$ cat config.mk
export PLATFORM = sky130hd
export DESIGN_NAME = tfp_pwm
export DESIGN_NICKNAME = d
export VERILOG_FILES = /design/src/core/tfp_pkg.sv /design/src/core/tfp_pwm.sv
export SDC_FILE = /design/constraint.sdc
export NUM_CORES = 1
export LEC_CHECK = 0
export BUFFER_PORTS_ARGS = -buffer_cell sky130_fd_sc_hd__buf_2
export CORE_ASPECT_RATIO = 1.75
export CORE_UTILIZATION = 35
export CTS_BUF_LIST = sky130_fd_sc_hd__clkbuf_8
export DETAILED_ROUTE_END_ITERATION = 12
export GPL_TIMING_DRIVEN = 0
export SKIP_LAST_GASP = 1
export SYNTH_ARGS = -nofsm -noshare
export SYNTH_HDL_FRONTEND = slang
export SYNTH_SLANG_ARGS = --single-unit
export TNS_END_PERCENT = 1
$ cat constraint.sdc
create_clock -name clk -period 5.9 [get_ports clk]
set_input_delay 0.59 -clock clk [delete_from_list [all_inputs] [get_ports clk]]
set_output_delay 0.59 -clock clk [all_outputs]
set_load 0.01 [all_outputs]
$ cat src/core/tfp_pkg.sv
/*
  tfp_pkg: constants for the 16-bit timer pwm waveform block.
  assumes: one clock domain, register port with one-cycle read latency.
*/
package tfp_pkg;
  // ---------------------------------------------------------------
  // register offsets (word index on the plain register port)
  // ---------------------------------------------------------------
  localparam logic [3:0] REG_CTRL     = 4'h0; // mode, output modes, dir
  localparam logic [3:0] REG_CMP_A    = 4'h1; // compare a buffer
  localparam logic [3:0] REG_CMP_B    = 4'h2; // compare b buffer
  localparam logic [3:0] REG_CAPTOP   = 4'h3; // capture top register
  localparam logic [3:0] REG_COUNT    = 4'h4; // count value
  localparam logic [3:0] REG_FLAGS    = 4'h5; // flags, write one to clear
  localparam logic [3:0] REG_ACT_A    = 4'h6; // active compare a
  localparam logic [3:0] REG_ACT_B    = 4'h7; // active compare b
  // ---------------------------------------------------------------
  // control register fields
  // ---------------------------------------------------------------
  localparam int CTRL_WGM_LSB = 0;  // waveform_mode_select [3:0]
  localparam int CTRL_COMA_LSB = 4; // channel_a_output_mode [5:4]
  localparam int CTRL_COMB_LSB = 6; // channel b output mode [7:6]
  localparam int CTRL_DIRA = 8;     // pin_direction_bit a
  localparam int CTRL_DIRB = 9;     // pin_direction_bit b
  // flag register fields
  localparam int FLG_OVF  = 0;
  localparam int FLG_CMPA = 1;
  localparam int FLG_CMPB = 2;
  localparam int FLG_CAP  = 3;
  // ---------------------------------------------------------------
  // waveform modes handled here
  // ---------------------------------------------------------------
  localparam logic [3:0] WGM_PC8   = 4'h1;
  localparam logic [3:0] WGM_PC9   = 4'h2;
  localparam logic [3:0] WGM_PC10  = 4'h3;
  localparam logic [3:0] WGM_F8    = 4'h5;
  localparam logic [3:0] WGM_F9    = 4'h6;
  localparam logic [3:0] WGM_F10   = 4'h7;
  localparam logic [3:0] WGM_PCCAP = 4'ha;
  localparam logic [3:0] WGM_PCA   = 4'hb;
  localparam logic [3:0] WGM_FCAP  = 4'he;
  localparam logic [3:0] WGM_FA    = 4'hf;
  // output modes
  localparam logic [1:0] COM_OFF    = 2'h0;
  localparam logic [1:0] COM_TOGGLE = 2'h1;
  localparam logic [1:0] COM_NONINV = 2'h2;
  localparam logic [1:0] COM_INV    = 2'h3;
  // fixed tops
  localparam logic [15:0] TOP_8BIT  = 16'h00ff;
  localparam logic [15:0] TOP_9BIT  = 16'h01ff;
  localparam logic [15:0] TOP_10BIT = 16'h03ff;
  localparam logic [15:0] BOTTOM    = 16'h0000;
  localparam logic [15:0] MAXVAL    = 16'hffff;
  localparam logic [15:0] ONE       = 16'h0001;
  localparam logic [9:0]  CTRL_RST  = 10'h000;
endpackage

$ cat src/core/tfp_pwm.sv
/*
  tfp_pwm: fast and phase correct pwm waveform generation of a
  16-bit timer with two compare channels and a capture top register.
  assumes: a prescaler outside supplies tick, one clk cycle wide;
  software keeps register tops >= 3 and >= all compare values.
*/
// Added by the designer: the register addresses and the plain strobed port.
// Summary of operation
// - fast pwm: mode 2 clear on match, 3 inverse
// - pin driven only when direction bit says output
// - fast period is N times top plus one
// - fast compare zero gives one narrow spike
// - fast compare equal top gives constant level
// - fast mode 15 output mode 1 toggles pin a
// - fast pwm compare values are double buffered
// - modes 1,2,3,10,11 count up then down
// - phase correct: clear up, set down; 3 inverts
// - phase correct tops fixed, capture or compare a
// - counter holds top one tick before reversing
// - compare match sets that channel's flag
// - phase correct sets overflow at bottom
// - phase correct loads buffers and top flag at top
// - fixed top masks compare writes above resolution
// - top change: down old top, up new top
// - phase correct period is 2 N top
// - phase correct extremes give constant levels
// - phase correct mode 11 output mode 1 toggles a
// - fast tops fixed, capture or compare a
// - fast sets overflow and loads buffers at top
`timescale 1ns/1ns
module tfp_pwm
  import tfp_pkg::*;
(
  input  wire logic        clk,
  input  wire logic        reset,
  input  wire logic        clk_en,
  input  wire logic        tick,
  input  wire logic [3:0]  addr,
  input  wire logic [15:0] wdata,
  input  wire logic        wr,
  input  wire logic        rd,
  output logic      [15:0] rdata,
  output logic             channel_a_output_pin,
  output logic             channel_b_output_pin,
  output logic             pin_a_oe,
  output logic             pin_b_oe,
  output logic      [3:0]  flags
);
  // -------------------------------------------------------------
  // state
  // -------------------------------------------------------------
  typedef enum logic [1:0] {
    TFP_UP   = 2'b01,
    TFP_DOWN = 2'b10
  } tfp_dir_t;

  typedef struct packed {
    logic [9:0]  ctrl;
    logic [15:0] buf_a;
    logic [15:0] buf_b;
    logic [15:0] act_a;
    logic [15:0] act_b;
    logic [15:0] cap_top;
    logic [15:0] count_value;
    tfp_dir_t    dir;
    logic        wave_a;
    logic        wave_b;
    logic [3:0]  flag;
    logic [15:0] rdata;
  } tfp_state_t;

  tfp_state_t r;
  tfp_state_t next_r;

  logic [3:0]  waveform_mode_select;
  logic [1:0]  channel_a_output_mode;
  logic [1:0]  channel_b_output_mode;
  logic        fast_mode;
  logic        pc_mode;
  logic        fixed_top;
  logic [15:0] top;
  logic [15:0] res_mask;
  logic        at_top;
  logic        at_bottom;
  logic        match_a;
  logic        match_b;
  logic        top_a;
  logic        top_cap;
  logic        step;

  // -------------------------------------------------------------
  // mode decode and top selection
  // -------------------------------------------------------------
  assign waveform_mode_select  = r.ctrl[CTRL_WGM_LSB +: 4];
  assign channel_a_output_mode = r.ctrl[CTRL_COMA_LSB +: 2];
  assign channel_b_output_mode = r.ctrl[CTRL_COMB_LSB +: 2];
  assign step = clk_en & tick;

  always_comb begin
    fast_mode = 1'b0;
    pc_mode   = 1'b0;
    fixed_top = 1'b0;
    top_a     = 1'b0;
    top_cap   = 1'b0;
    top       = MAXVAL;
    unique case (waveform_mode_select)
      WGM_PC8:   begin pc_mode = 1'b1; fixed_top = 1'b1; top = TOP_8BIT; end
      WGM_PC9:   begin pc_mode = 1'b1; fixed_top = 1'b1; top = TOP_9BIT; end
      WGM_PC10:  begin pc_mode = 1'b1; fixed_top = 1'b1; top = TOP_10BIT; end
      WGM_PCCAP: begin pc_mode = 1'b1; top_cap = 1'b1; top = r.cap_top; end
      WGM_PCA:   begin pc_mode = 1'b1; top_a = 1'b1; top = r.act_a; end
      WGM_F8:    begin fast_mode = 1'b1; fixed_top = 1'b1; top = TOP_8BIT; end
      WGM_F9:    begin fast_mode = 1'b1; fixed_top = 1'b1; top = TOP_9BIT; end
      WGM_F10:   begin fast_mode = 1'b1; fixed_top = 1'b1; top = TOP_10BIT; end
      WGM_FCAP:  begin fast_mode = 1'b1; top_cap = 1'b1; top = r.cap_top; end
      WGM_FA:    begin fast_mode = 1'b1; top_a = 1'b1; top = r.act_a; end
      default:   ; // other modes: counter free-runs up, no waveform
    endcase
  end

  assign res_mask  = fixed_top ? top : MAXVAL;
  assign at_top    = (r.count_value == top);
  assign at_bottom = (r.count_value == BOTTOM);
  assign match_a   = (r.count_value == r.act_a);
  assign match_b   = (r.count_value == r.act_b);

  // -------------------------------------------------------------
  // per-channel output action
  // -------------------------------------------------------------
  function automatic logic tfp_wave(
    input logic       cur,
    input logic [1:0] com,
    input logic       match,
    input logic       is_a,
    input logic       fast,
    input logic       pc,
    input logic       wrap,
    input logic       down,
    input logic       top_is_a
  );
    logic v;
    v = cur;
    if (com == COM_TOGGLE) begin
      if (is_a && top_is_a && match) v = ~cur;
    end else if (com == COM_NONINV || com == COM_INV) begin
      if (fast) begin
        // set at wrap, clear on match; match wins
        if (wrap) v = 1'b1;
        if (match) v = 1'b0;
      end else if (pc && match) begin
        v = down;
      end
      if (com == COM_INV && (fast || pc) && (wrap || match))
        v = ~v;
    end
    return v;
  endfunction

  // -------------------------------------------------------------
  // next-state logic
  // -------------------------------------------------------------
  always_comb begin
    logic wrap;
    logic down_next;
    logic [15:0] base_a;
    logic [15:0] base_b;
    wrap      = 1'b0;
    down_next = 1'b0;
    base_a    = 16'h0000;
    base_b    = 16'h0000;
    next_r    = r;
    next_r.rdata = 16'h0000;
    if (clk_en) begin
      // register port
      if (wr) begin
        unique case (addr)
          REG_CTRL:   next_r.ctrl = wdata[9:0];
          REG_CMP_A:  next_r.buf_a = wdata & res_mask;
          REG_CMP_B:  next_r.buf_b = wdata & res_mask;
          REG_CAPTOP: next_r.cap_top = wdata;
          REG_COUNT:  next_r.count_value = wdata;
          REG_FLAGS:  next_r.flag = r.flag & ~wdata[3:0];
          default:    ;
        endcase
      end
      if (rd) begin
        unique case (addr)
          REG_CTRL:   next_r.rdata = {6'h00, r.ctrl};
          REG_CMP_A:  next_r.rdata = r.buf_a;
          REG_CMP_B:  next_r.rdata = r.buf_b;
          REG_CAPTOP: next_r.rdata = r.cap_top;
          REG_COUNT:  next_r.rdata = r.count_value;
          REG_FLAGS:  next_r.rdata = {12'h000, r.flag};
          REG_ACT_A:  next_r.rdata = r.act_a;
          REG_ACT_B:  next_r.rdata = r.act_b;
          default:    next_r.rdata = 16'h0000;
        endcase
      end
      // timer clock step
      if (tick) begin
        base_a = next_r.buf_a;
        base_b = next_r.buf_b;
        if (fast_mode) begin
          wrap = at_top;
          if (at_top) begin
            next_r.count_value = BOTTOM;
            next_r.flag[FLG_OVF] = 1'b1;
            next_r.act_a = base_a;
            next_r.act_b = base_b;
          end else begin
            next_r.count_value = r.count_value + ONE;
          end
          if (at_top && top_a) next_r.flag[FLG_CMPA] = 1'b1;
          if (at_top && top_cap) next_r.flag[FLG_CAP] = 1'b1;
        end else if (pc_mode) begin
          // top and bottom last one tick each
          if (r.dir == TFP_UP) begin
            if (at_top) begin
              next_r.dir = TFP_DOWN;
              next_r.count_value = r.count_value - ONE;
              next_r.act_a = base_a;
              next_r.act_b = base_b;
              if (top_a) next_r.flag[FLG_CMPA] = 1'b1;
              if (top_cap) next_r.flag[FLG_CAP] = 1'b1;
            end else begin
              next_r.count_value = r.count_value + ONE;
            end
          end else begin
            if (at_bottom) begin
              next_r.dir = TFP_UP;
              next_r.count_value = r.count_value + ONE;
            end else begin
              next_r.count_value = r.count_value - ONE;
            end
          end
          if (at_bottom) next_r.flag[FLG_OVF] = 1'b1;
          // top counts as falling side, bottom as rising
          down_next = at_top | ((r.dir == TFP_DOWN) & ~at_bottom);
        end else begin
          next_r.count_value = r.count_value + ONE;
          if (r.count_value == MAXVAL) next_r.flag[FLG_OVF] = 1'b1;
        end
        if (match_a) next_r.flag[FLG_CMPA] = 1'b1;
        if (match_b) next_r.flag[FLG_CMPB] = 1'b1;
        next_r.wave_a = tfp_wave(r.wave_a, channel_a_output_mode,
          match_a, 1'b1, fast_mode, pc_mode, wrap, down_next, top_a);
        next_r.wave_b = tfp_wave(r.wave_b, channel_b_output_mode,
          match_b, 1'b0, fast_mode, pc_mode, wrap, down_next, top_a);
      end
    end
  end

  // -------------------------------------------------------------
  // state register
  // -------------------------------------------------------------
  always_ff @(posedge clk or posedge reset) begin
    if (reset) begin
      r <= '{ctrl: CTRL_RST, buf_a: BOTTOM, buf_b: BOTTOM,
             act_a: BOTTOM, act_b: BOTTOM, cap_top: BOTTOM,
             count_value: BOTTOM, dir: TFP_UP, wave_a: 1'b0,
             wave_b: 1'b0, flag: 4'h0, rdata: 16'h0000};
    end else begin
      r <= next_r;
    end
  end

  // -------------------------------------------------------------
  // outputs
  // -------------------------------------------------------------
  assign rdata = r.rdata;
  assign flags = r.flag;
  // pin sees the waveform only when driven as output
  assign pin_a_oe = r.ctrl[CTRL_DIRA];
  assign pin_b_oe = r.ctrl[CTRL_DIRB];
  assign channel_a_output_pin = r.ctrl[CTRL_DIRA] & r.wave_a;
  assign channel_b_output_pin = r.ctrl[CTRL_DIRB] & r.wave_b;

  // -------------------------------------------------------------
  // checks
  // -------------------------------------------------------------
  a_fast_wrap: assert property (@(posedge clk) disable iff (reset)
    (clk_en && tick && fast_mode && at_top) |=>
      (r.count_value == BOTTOM && r.flag[FLG_OVF]))
    else $error("fast pwm did not wrap with overflow");
  a_pc_bottom_ovf: assert property (@(posedge clk) disable iff (reset)
    (clk_en && tick && pc_mode && at_bottom) |=> r.flag[FLG_OVF])
    else $error("phase correct bottom without overflow flag");
  a_pc_top_hold: assert property (@(posedge clk) disable iff (reset)
    (clk_en && tick && pc_mode && r.dir == TFP_UP && at_top) |=>
      (r.count_value == $past(r.count_value) - ONE && r.dir == TFP_DOWN))
    else $error("counter did not turn after top");
  a_match_flag_a: assert property (@(posedge clk) disable iff (reset)
    (clk_en && tick && match_a && !(wr && addr == REG_FLAGS)) |=>
      r.flag[FLG_CMPA])
    else $error("compare a match did not set flag");
  a_buffer_hold: assert property (@(posedge clk) disable iff (reset)
    (clk_en && !tick && (fast_mode || pc_mode)) |=> $stable(r.act_a))
    else $error("active compare changed off update point");
  a_freeze_count: assert property (@(posedge clk) disable iff (reset)
    (!(clk_en && tick) && !(clk_en && wr && addr == REG_COUNT)) |=>
      $stable(r.count_value))
    else $error("counter moved without timer tick");
  a_pin_gate: assert property (@(posedge clk) disable iff (reset)
    !pin_a_oe |-> !channel_a_output_pin)
    else $error("pin a driven while direction is input");
  a_fast_clear: assert property (@(posedge clk) disable iff (reset)
    (clk_en && tick && fast_mode && match_a &&
     channel_a_output_mode == COM_NONINV) |=> !r.wave_a)
    else $error("fast noninverted match did not clear");
  a_pc_up_clear: assert property (@(posedge clk) disable iff (reset)
    (clk_en && tick && pc_mode && match_a && r.dir == TFP_UP && !at_top &&
     channel_a_output_mode == COM_NONINV) |=> !r.wave_a)
    else $error("phase correct up match did not clear");

  // -------------------------------------------------------------
  // further checks on turning points, flags and outputs
  // -------------------------------------------------------------
  // bottom turns the counter back up
  a_pc_turn: assert property (@(posedge clk) disable iff (reset)
    (clk_en && tick && pc_mode && r.dir == TFP_DOWN && at_bottom) |=>
      (r.dir == TFP_UP && r.count_value == ONE))
    else $error("counter did not turn at bottom");
  // compare a as top raises its flag at top
  a_pc_topflag: assert property (@(posedge clk) disable iff (reset)
    (clk_en && tick && pc_mode && r.dir == TFP_UP && at_top && top_a &&
     !(wr && addr == REG_FLAGS)) |=> r.flag[FLG_CMPA])
    else $error("top flag missing at top");
  // buffered compare a loads at top
  a_pc_load: assert property (@(posedge clk) disable iff (reset)
    (clk_en && tick && pc_mode && r.dir == TFP_UP && at_top &&
     !(wr && addr == REG_CMP_A)) |=> r.act_a == $past(r.buf_a))
    else $error("compare a not loaded at top");
  // buffered compare b loads at wrap
  a_fast_load: assert property (@(posedge clk) disable iff (reset)
    (clk_en && tick && fast_mode && at_top &&
     !(wr && addr == REG_CMP_B)) |=> r.act_b == $past(r.buf_b))
    else $error("compare b not loaded at wrap");
  // channel b match sets its flag
  a_flag_b: assert property (@(posedge clk) disable iff (reset)
    (clk_en && tick && match_b && !(wr && addr == REG_FLAGS)) |=>
      r.flag[FLG_CMPB])
    else $error("compare b match did not set flag");
  // pin b hidden while direction is input
  a_pin_gate_b: assert property (@(posedge clk) disable iff (reset)
    !pin_b_oe |-> !channel_b_output_pin)
    else $error("pin b driven while direction is input");
  // wrap without match sets a noninverted output
  a_fast_set: assert property (@(posedge clk) disable iff (reset)
    (clk_en && tick && fast_mode && at_top && !match_b &&
     channel_b_output_mode == COM_NONINV) |=> r.wave_b)
    else $error("fast noninverted wrap did not set");
  // falling side match sets a noninverted output
  a_pc_set: assert property (@(posedge clk) disable iff (reset)
    (clk_en && tick && pc_mode && match_b && !at_bottom &&
     (r.dir == TFP_DOWN || at_top) &&
     channel_b_output_mode == COM_NONINV) |=> r.wave_b)
    else $error("phase correct down match did not set");
  // toggle on every match when compare a is top
  a_toggle_a: assert property (@(posedge clk) disable iff (reset)
    (clk_en && tick && top_a && match_a && (fast_mode || pc_mode) &&
     channel_a_output_mode == COM_TOGGLE) |=> r.wave_a != $past(r.wave_a))
    else $error("pin a did not toggle on match");
  // fixed top masks high bits of compare writes
  a_mask_b: assert property (@(posedge clk) disable iff (reset)
    (clk_en && wr && addr == REG_CMP_B && fixed_top) |=>
      (r.buf_b & ~$past(res_mask)) == BOTTOM)
    else $error("compare write not masked to resolution");
endmodule

==> Word-level counts from Yosys, hierarchy flattened <==
Cells that the tools add are included.
{ "classes": {"eq_ne": 31, "muxes": 77, "n_bitwise": 13, "reduce_logical": 37, "add_sub_neg": 2} }
{ "ops": {"columns": ["cell", "count"], "rows": [
  ["$mux 16", 12],
  ["$mux 32", 5],
  ["$pmux 16 s8", 1],
  ["$pmux 16 s5", 1],
  ["$mux 1", 49],
  ["$eq 16x16->1", 3],
  ["$eq 4x3->1 const B", 7],
  ["$mux 24", 1],
  ["$mux 18", 1],
  ["$add 16x1->16 const B", 1],
  ["$and 16x16->16", 1],
  ["$eq 16x16->1 const B", 1],
  ["$eq 4x2->1 const B", 4],
  ["$eq 4x4->1 const B", 4],
  ["$logic_not 16->1", 1],
  ["$sub 16x1->16 const B", 1],
  ["$reduce_and 4->1", 3],
  ["$reduce_bool 2->1", 6],
  ["$eq 2x2->1 const B", 5],
  ["$mux 2", 5],
  ["$reduce_or 2->1", 5],
  ["$reduce_or 5->1", 2],
  ["$logic_and 1x1->1", 9],
  ["$reduce_and 3->1", 3],
  ["other kinds (14)", 29]
]} }
{ "word_totals": {"ff_bits": 130, "elab_cells": 172, "out_inout_bits": 24, "input_bits": 26} }

==> Logic depth before layout (Yosys ltp) <==
{ "depth": {"depth_word": 19, "ltp_mapped": 13, "mapped_depth_nobuf": 9} }

==> Worst setup path before layout <==
Ideal clock, no wire load.
{ "synth_path": {"path_type": "flip-flop to flip-flop", "startpoint": "register r[123] in the netlist's numbering", "endpoint": "register r[20] in the netlist's numbering", "synth_period_minus_slack_ns": 2.842, "required_time_ns": 5.813, "n_path_buf": 2, "setup_slack_ns": 3.058, "setup_time_ns": 0.087, "t_arrival_ns": 2.756, "path_stages_with_launch": 12, "path_cell_list": "dfrtp_1 > and2_1 > buf_2 > and3_1 > or4_4 > nor4_4 > nand4_1 > buf_2 > or3_4 > a211o_1 > o211a_1 > a211oi_2"} }
{ "synth_via": {"elab_chain_len": 16, "word_cells_on_any_way": 41, "cone_classes": "eq/ne: 11; mux: 16; bitwise: 2; reduce/logical: 12"} }
{ "synth_lines": {"columns": ["item", "line", "source"], "rows": [
  ["start, declared", "tfp_pwm.sv:72", "tfp_state_t r;"],
  ["start signal, assigned", "tfp_pwm.sv:258", "r <= '{ctrl: CTRL_RST, buf_a: BOTTOM, buf_b: BOTTOM,"],
  ["start signal, assigned", "tfp_pwm.sv:263", "r <= next_r;"],
  ["$eq 4x4->1, or another cell as far along", "tfp_pwm.sv:106", "unique case (waveform_mode_select)"],
  ["$reduce_or 2->1 (no line)", null, null],
  ["$pmux 16 s5", "tfp_pwm.sv:106", null],
  ["$eq 16x16->1", "tfp_pwm.sv:122", "assign at_top = (r.count_value == top);"],
  ["$mux 1", "tfp_pwm.sv:203", "if (fast_mode) begin"],
  ["$mux 1", "tfp_pwm.sv:200", "if (tick) begin"],
  ["$mux 1", "tfp_pwm.sv:173", "if (clk_en) begin"],
  ["$mux 1", "tfp_pwm.sv:148", "if (wrap) v = 1'b1;"],
  ["$mux 1", "tfp_pwm.sv:149", "if (match) v = 1'b0;"],
  ["$mux 1", "tfp_pwm.sv:146", "if (fast) begin"],
  ["$mux 1", "tfp_pwm.sv:145", "end else if (com == COM_NONINV || com == COM_INV) begin"],
  ["$mux 1", "tfp_pwm.sv:143", "if (com == COM_TOGGLE) begin"],
  ["$mux 1", "tfp_pwm.sv:200", null],
  ["$mux 1", "tfp_pwm.sv:173", null],
  ["$not 1->1", "tfp_pwm.sv:154", "v = ~v;"],
  ["$mux 1 *", "tfp_pwm.sv:153", "if (com == COM_INV && (fast || pc) && (wrap || match))"]
]} }
Every way passes the cells marked *; elsewhere a longest branch is shown, timed or not. The select of a mux whose other input is x is not followed.
A chain may end at the register's enable or synchronous reset.

==> Final worst setup path <==
{ "layout_path": {"startpoint": "register r[120] in the netlist's numbering", "endpoint": "register r[85] in the netlist's numbering"} }
{ "layout_via": {"elab_chain_len": 11, "word_cells_on_any_way": 34, "cone_classes": "eq/ne: 11; mux: 11; bitwise: 1; reduce/logical: 11"} }
{ "layout_lines": {"columns": ["item", "line", "source"], "rows": [
  ["$eq 4x4->1, or another cell as far along", "tfp_pwm.sv:106", null],
  ["$reduce_or 2->1 (no line) or $reduce_or 6->1 (tied branches)", null, null],
  ["$pmux 16 s5 or $mux 1 (tied branches)", "tfp_pwm.sv:106", null],
  ["$mux 16", "tfp_pwm.sv:121", "assign res_mask = fixed_top ? top : MAXVAL;"],
  ["$and 16x16->16", "tfp_pwm.sv:178", "REG_CMP_A: next_r.buf_a = wdata & res_mask;"],
  ["$mux 16", "tfp_pwm.sv:176", "unique case (addr)"],
  ["$mux 32", "tfp_pwm.sv:175", "if (wr) begin"],
  ["$mux 32", "tfp_pwm.sv:205, tfp_pwm.sv:218", null],
  ["$mux 32", "tfp_pwm.sv:217", "if (r.dir == TFP_UP) begin"],
  ["$mux 32", "tfp_pwm.sv:215", "end else if (pc_mode) begin"],
  ["$mux 32", "tfp_pwm.sv:203", null]
]} }
Parallel ways exist; a longest one is shown, timed or not. The select of a mux whose other input is x is not followed.

==> results_tabular.tex <==
\begin{tabular}{lr}
\hline
Metric & Value \\
\hline
\multicolumn{2}{l}{\textbf{Status}} \\
Run status & completed \\
\multicolumn{2}{l}{\textbf{Critical path}} \\
Standard cell with the maximum stage delay on the critical path & sky130\_fd\_sc\_hd\_\_nor4\_1 \\
Internal reg-to-reg setup slack & around 1900 ps \\
Top cell by count, worst path & sky130\_fd\_sc\_hd\_\_buf\_2 \\
Endpoint of the lowest-slack register-to-register path & r[85]\$\_DFFE\_PP0P\_ \\
Cell type group with the largest total delay on the critical path & buffers and inverters \\
Crit-path max cell delay & 540 ps \\
Critical register-to-register path startpoint & r[120]\$\_DFFE\_PP0P\_ \\
CP required & between 6000 and 7000 ps \\
Worst setup SP type & flip-flop \\
Number of cells traversed by the worst register-to-register path & 11 \\
CP Buf/Inv Count & 5 \\
Data arrival time of the critical path & 4340 ps \\
Critical path cell sequence & buf\_6, clkbuf\_1, o22ai\_1, xor2\_1, nor4\_1, nand4\_1, buf\_2, nor3\_1, buf\_2, buf\_1, a21oi\_1 \\
Endpoint kind of the worst setup timing path & flip-flop \\
Path type of the worst setup path & flip-flop to flip-flop \\
Maximum fanout along the worst path & 10 \\
\multicolumn{2}{l}{\textbf{Placed design}} \\
Post-placement setup slack & around 2000 ps \\
Placement-stage cell area & 0.00857 mm2 \\
Last weighted congestion value of the routability-driven placer & between 0.9 and 1 \\
Count of buffers inserted at the top-level ports & between 40 and 50 \\
Final HPWL from detailed placement & 22500 um \\
\multicolumn{2}{l}{\textbf{Synthesis}} \\
Top cells by area in the synthesized netlist & sky130\_fd\_sc\_hd\_\_dfrtp\_1, sky130\_fd\_sc\_hd\_\_mux2\_2, sky130\_fd\_sc\_hd\_\_a21oi\_1, sky130\_fd\_sc\_hd\_\_xor2\_1, sky130\_fd\_sc\_hd\_\_nor2\_1 \\
Most instantiated cells after synthesis & sky130\_fd\_sc\_hd\_\_dfrtp\_1, sky130\_fd\_sc\_hd\_\_nor2\_1, sky130\_fd\_sc\_hd\_\_a21oi\_1 \\
Largest area contributor in the netlist & sky130\_fd\_sc\_hd\_\_dfrtp\_1 \\
Synth warnings & 0 \\
Async S/R FF share, synth & between 90\% and 100\% \\
Number of standard cells after synthesis & slightly below 900 \\
Share of Yosys cell area claimed by the top area cell type & roughly two fifths \\
Main flop type after synthesis & sky130\_fd\_sc\_hd\_\_dfrtp\_1 \\
Average cell area after synthesis & a little under 9 um2 \\
Most frequent cell after synthesis & sky130\_fd\_sc\_hd\_\_dfrtp\_1 \\
Fraction of the yosys area taken by sequential cells & around 41\% \\
Number of different library cells in the post-synthesis netlist & 63 \\
Mapped cell area & about 0.008 mm2 \\
Post-synth net total & approximately 920 \\
Post-synthesis sequential element count & 130 \\
Number of enable-type register cells in the synthesized netlist & 0 \\
\multicolumn{2}{l}{\textbf{Die}} \\
Core region area & 0.0222 mm2 \\
Number of placement rows & 72 \\
Die H & $\sim$200 um \\
Total die area & about 0.023 mm2 \\
Number of ports placed on the die boundary & 50 \\
DIE WIDTH & approximately 120 um \\
Initial core utilization & $\sim$36\% \\
\multicolumn{2}{l}{\textbf{Global routing}} \\
Vias in the first global route & between 7000 and 8000 \\
Number of antenna violations at the first check in global routing & 1 \\
GRT overflow & 0 \\
Largest net degree at the start of global routing & 73 \\
Total routing resource utilization after global routing & approximately a quarter \\
Wire length of the first global-routing pass & between 40000 and 50000 um \\
\multicolumn{2}{l}{\textbf{STA}} \\
Worst setup margin & $\sim$1900 ps \\
Slew headroom & 26.5\% \\
Sum Neg Setup Slack & 0 ps \\
Final-report setup violation count & 0 \\
Portion of the clock cycle consumed by the worst path in the final layout & 67.9\% \\
Clock skew & 11.7 ps \\
Max-slew violations & 0 \\
Fin crit period & $\sim$4000 ps \\
Number of endpoints with negative hold slack in the final report & 0 \\
RSZ-0062 raised after global routing & false \\
Worst slew pin tran & 1090 ps \\
Maximum frequency from static timing analysis & roughly 250 MHz \\
\multicolumn{2}{l}{\textbf{Layout}} \\
\# fillers & 2296 \\
Combined area of the multi-input logic cells & $\sim$0.0042 mm2 \\
Ratio of cells with drive above 1 in the final layout & between 15 and 20\% \\
Nets@finish & 988 \\
Area overhead of the layout relative to synthesis & 13.7\% \\
Sequential cell area & $\sim$0.0033 mm2 \\
Post-route cell area & roughly 0.0090 mm2 \\
\multicolumn{2}{l}{\textbf{Clocking}} \\
Clock transition at path regs & approximately 80 ps \\
Maximum count of clock buffers along a single path & 2 \\
Root Driver & sky130\_fd\_sc\_hd\_\_clkbuf\_8 \\
CTS sink cnt & 130 \\
CTS-repair resized insts & 0 \\
Clock network latency to the later pin of the worst-skew pair & about 490 ps \\
Cts bufs inserted & 17 \\
H-tree levels & 4 \\
Clock tree from TritonCTS & yes \\
Number of buffers added for setup after CTS & 0 \\
Hold-fix buffer count after cts & 0 \\
\multicolumn{2}{l}{\textbf{Worst hold path}} \\
Kind of path behind the tightest hold check & input pin to asynchronous set/reset pin \\
\multicolumn{2}{l}{\textbf{Route}} \\
Post-DR vias/cell & roughly 5.7 \\
Routed wire length per instance & 22.6 um \\
1st-pass router iterations & 7 \\
Routed WL & $\sim$29000 um \\
Via total after detailed routing & roughly 7300 \\
Count of antenna-violating nets left after detailed routing & 0 \\
Drc violations & 0 \\
Starting DRC count in detailed routing & 524 \\
\multicolumn{2}{l}{\textbf{Job}} \\
Number of violations of the max-capacitance limit & 0 \\
\multicolumn{2}{l}{\textbf{Pwr}} \\
Ratio of total power to cell area & approximately 320 mW/mm2 \\
Largest voltage drop on the vdd net & between 0.0001 and 0.00015 V \\
Leakage power summed over all cells & between 3 and 4 nW \\
\hline
\end{tabular}
## registers in the layout (all words and copies together), names as in the netlist
name	cells
pin_a_oe	1
pin_b_oe	1
r	104
channel_b_output_mode	2
flags	4
channel_a_output_mode	2
rdata	16
## cell usage in the layout (no fill, tap or decap), drive strengths merged, types with 4 or more instances in the layout
| cell | n |
|---|---|
| nand2 | 79 |
| o21ai | 50 |
| bufinv | 5 |
| and2 | 9 |
| a211oi | 7 |
| inv | 14 |
| or3 | 5 |
| a22oi | 32 |
| nand3b | 5 |
| mux2 | 46 |
| a21oi | 80 |
| nor3 | 32 |
| a21boi | 10 |
| o22ai | 10 |
| nor2 | 89 |
| a222oi | 4 |
| nand3 | 15 |
| clkbuf | 71 |
| mux2i | 32 |
| xor2 | 41 |
| nor4 | 16 |
| buf | 85 |
| dfrtp | 129 |
| and3 | 9 |
| a31oi | 16 |
| nor2b | 9 |
| xnor2 | 16 |
| nand4 | 6 |
## how the worst max path moves through the flow
| stage | from | to | depth (start not counted) |
|---|---|---|---|
| 3_5_place_dp | r[120]$_DFFE_PP0P_ | r[86]$_DFFE_PP0P_ | 11 |
| 5_1_grt | r[120]$_DFFE_PP0P_ | r[82]$_DFFE_PP0P_ | 11 |
| 2_1_floorplan | reset | channel_a_output_mode[0]$_DFFE_PP0P_ | 1 |
| 6_report | r[120]$_DFFE_PP0P_ | r[85]$_DFFE_PP0P_ | 11 |
| 3_3_place_gp | reset | r[108]$_DFFE_PP0P_ | 2 |
| 4_1_cts | r[120]$_DFFE_PP0P_ | r[86]$_DFFE_PP0P_ | 11 |
## report_power, final
group / switching [W] / total [W] / internal, W
sequential: 0.000130 / 0.00115 / 0.00102
combinational: 0.000564 / 0.000878 / 0.000314
clock: 0.000367 / 0.000898 / 0.000531
## through the flow
step	total power (W)	instances	utilization [%]	hold slack [ps]
finish	0.00292	1269	40.8	152
floorplan	0.00172	895	-	465
global route	0.00305	1269	40.8	191
CTS	0.00292	1268	40.8	180
detailed placement	0.00202	1236	38.7	516
global placement	0.00201	1235	38.5	504
## cells by family (layout without fill, tap and decap cells)
family          after synthesis  after routing  share of synthesized area, %
xor+xnor                     57             57                          6.28
compound gates              236            236                          18.4
other cells                   0              1                             0
buf+inv                     102            179                          5.98
simple gates                289            289                          17.4
fa+ha+maj                     3              3                         0.472
mux                          78             78                          10.5
flops                       130            130                          40.9
## area by class of cell
type / count / area share (%)
Multi-Input combinational cell: 663 / 46.7
Antenna cell: 1 / 0.0277
Clock inverter: 12 / 2.08
Inverter: 11 / 0.512
Buffer: 91 / 4.80
Timing Repair Buffer: 45 / 2.74
Tap cell: 296 / 4.10
Sequential cell: 130 / 36.0
Clock buffer: 20 / 3.05
## metal layers
metal	global-route usage, %	up-vias	share of wire, %
met1	26.9	3505	35
met5	0	-	0
met2	44.6	313	52
li1	-	3318	-
met4	21.3	0	8.4
met3	3.86	125	4.5
Power figures use the tool's default switching activity.
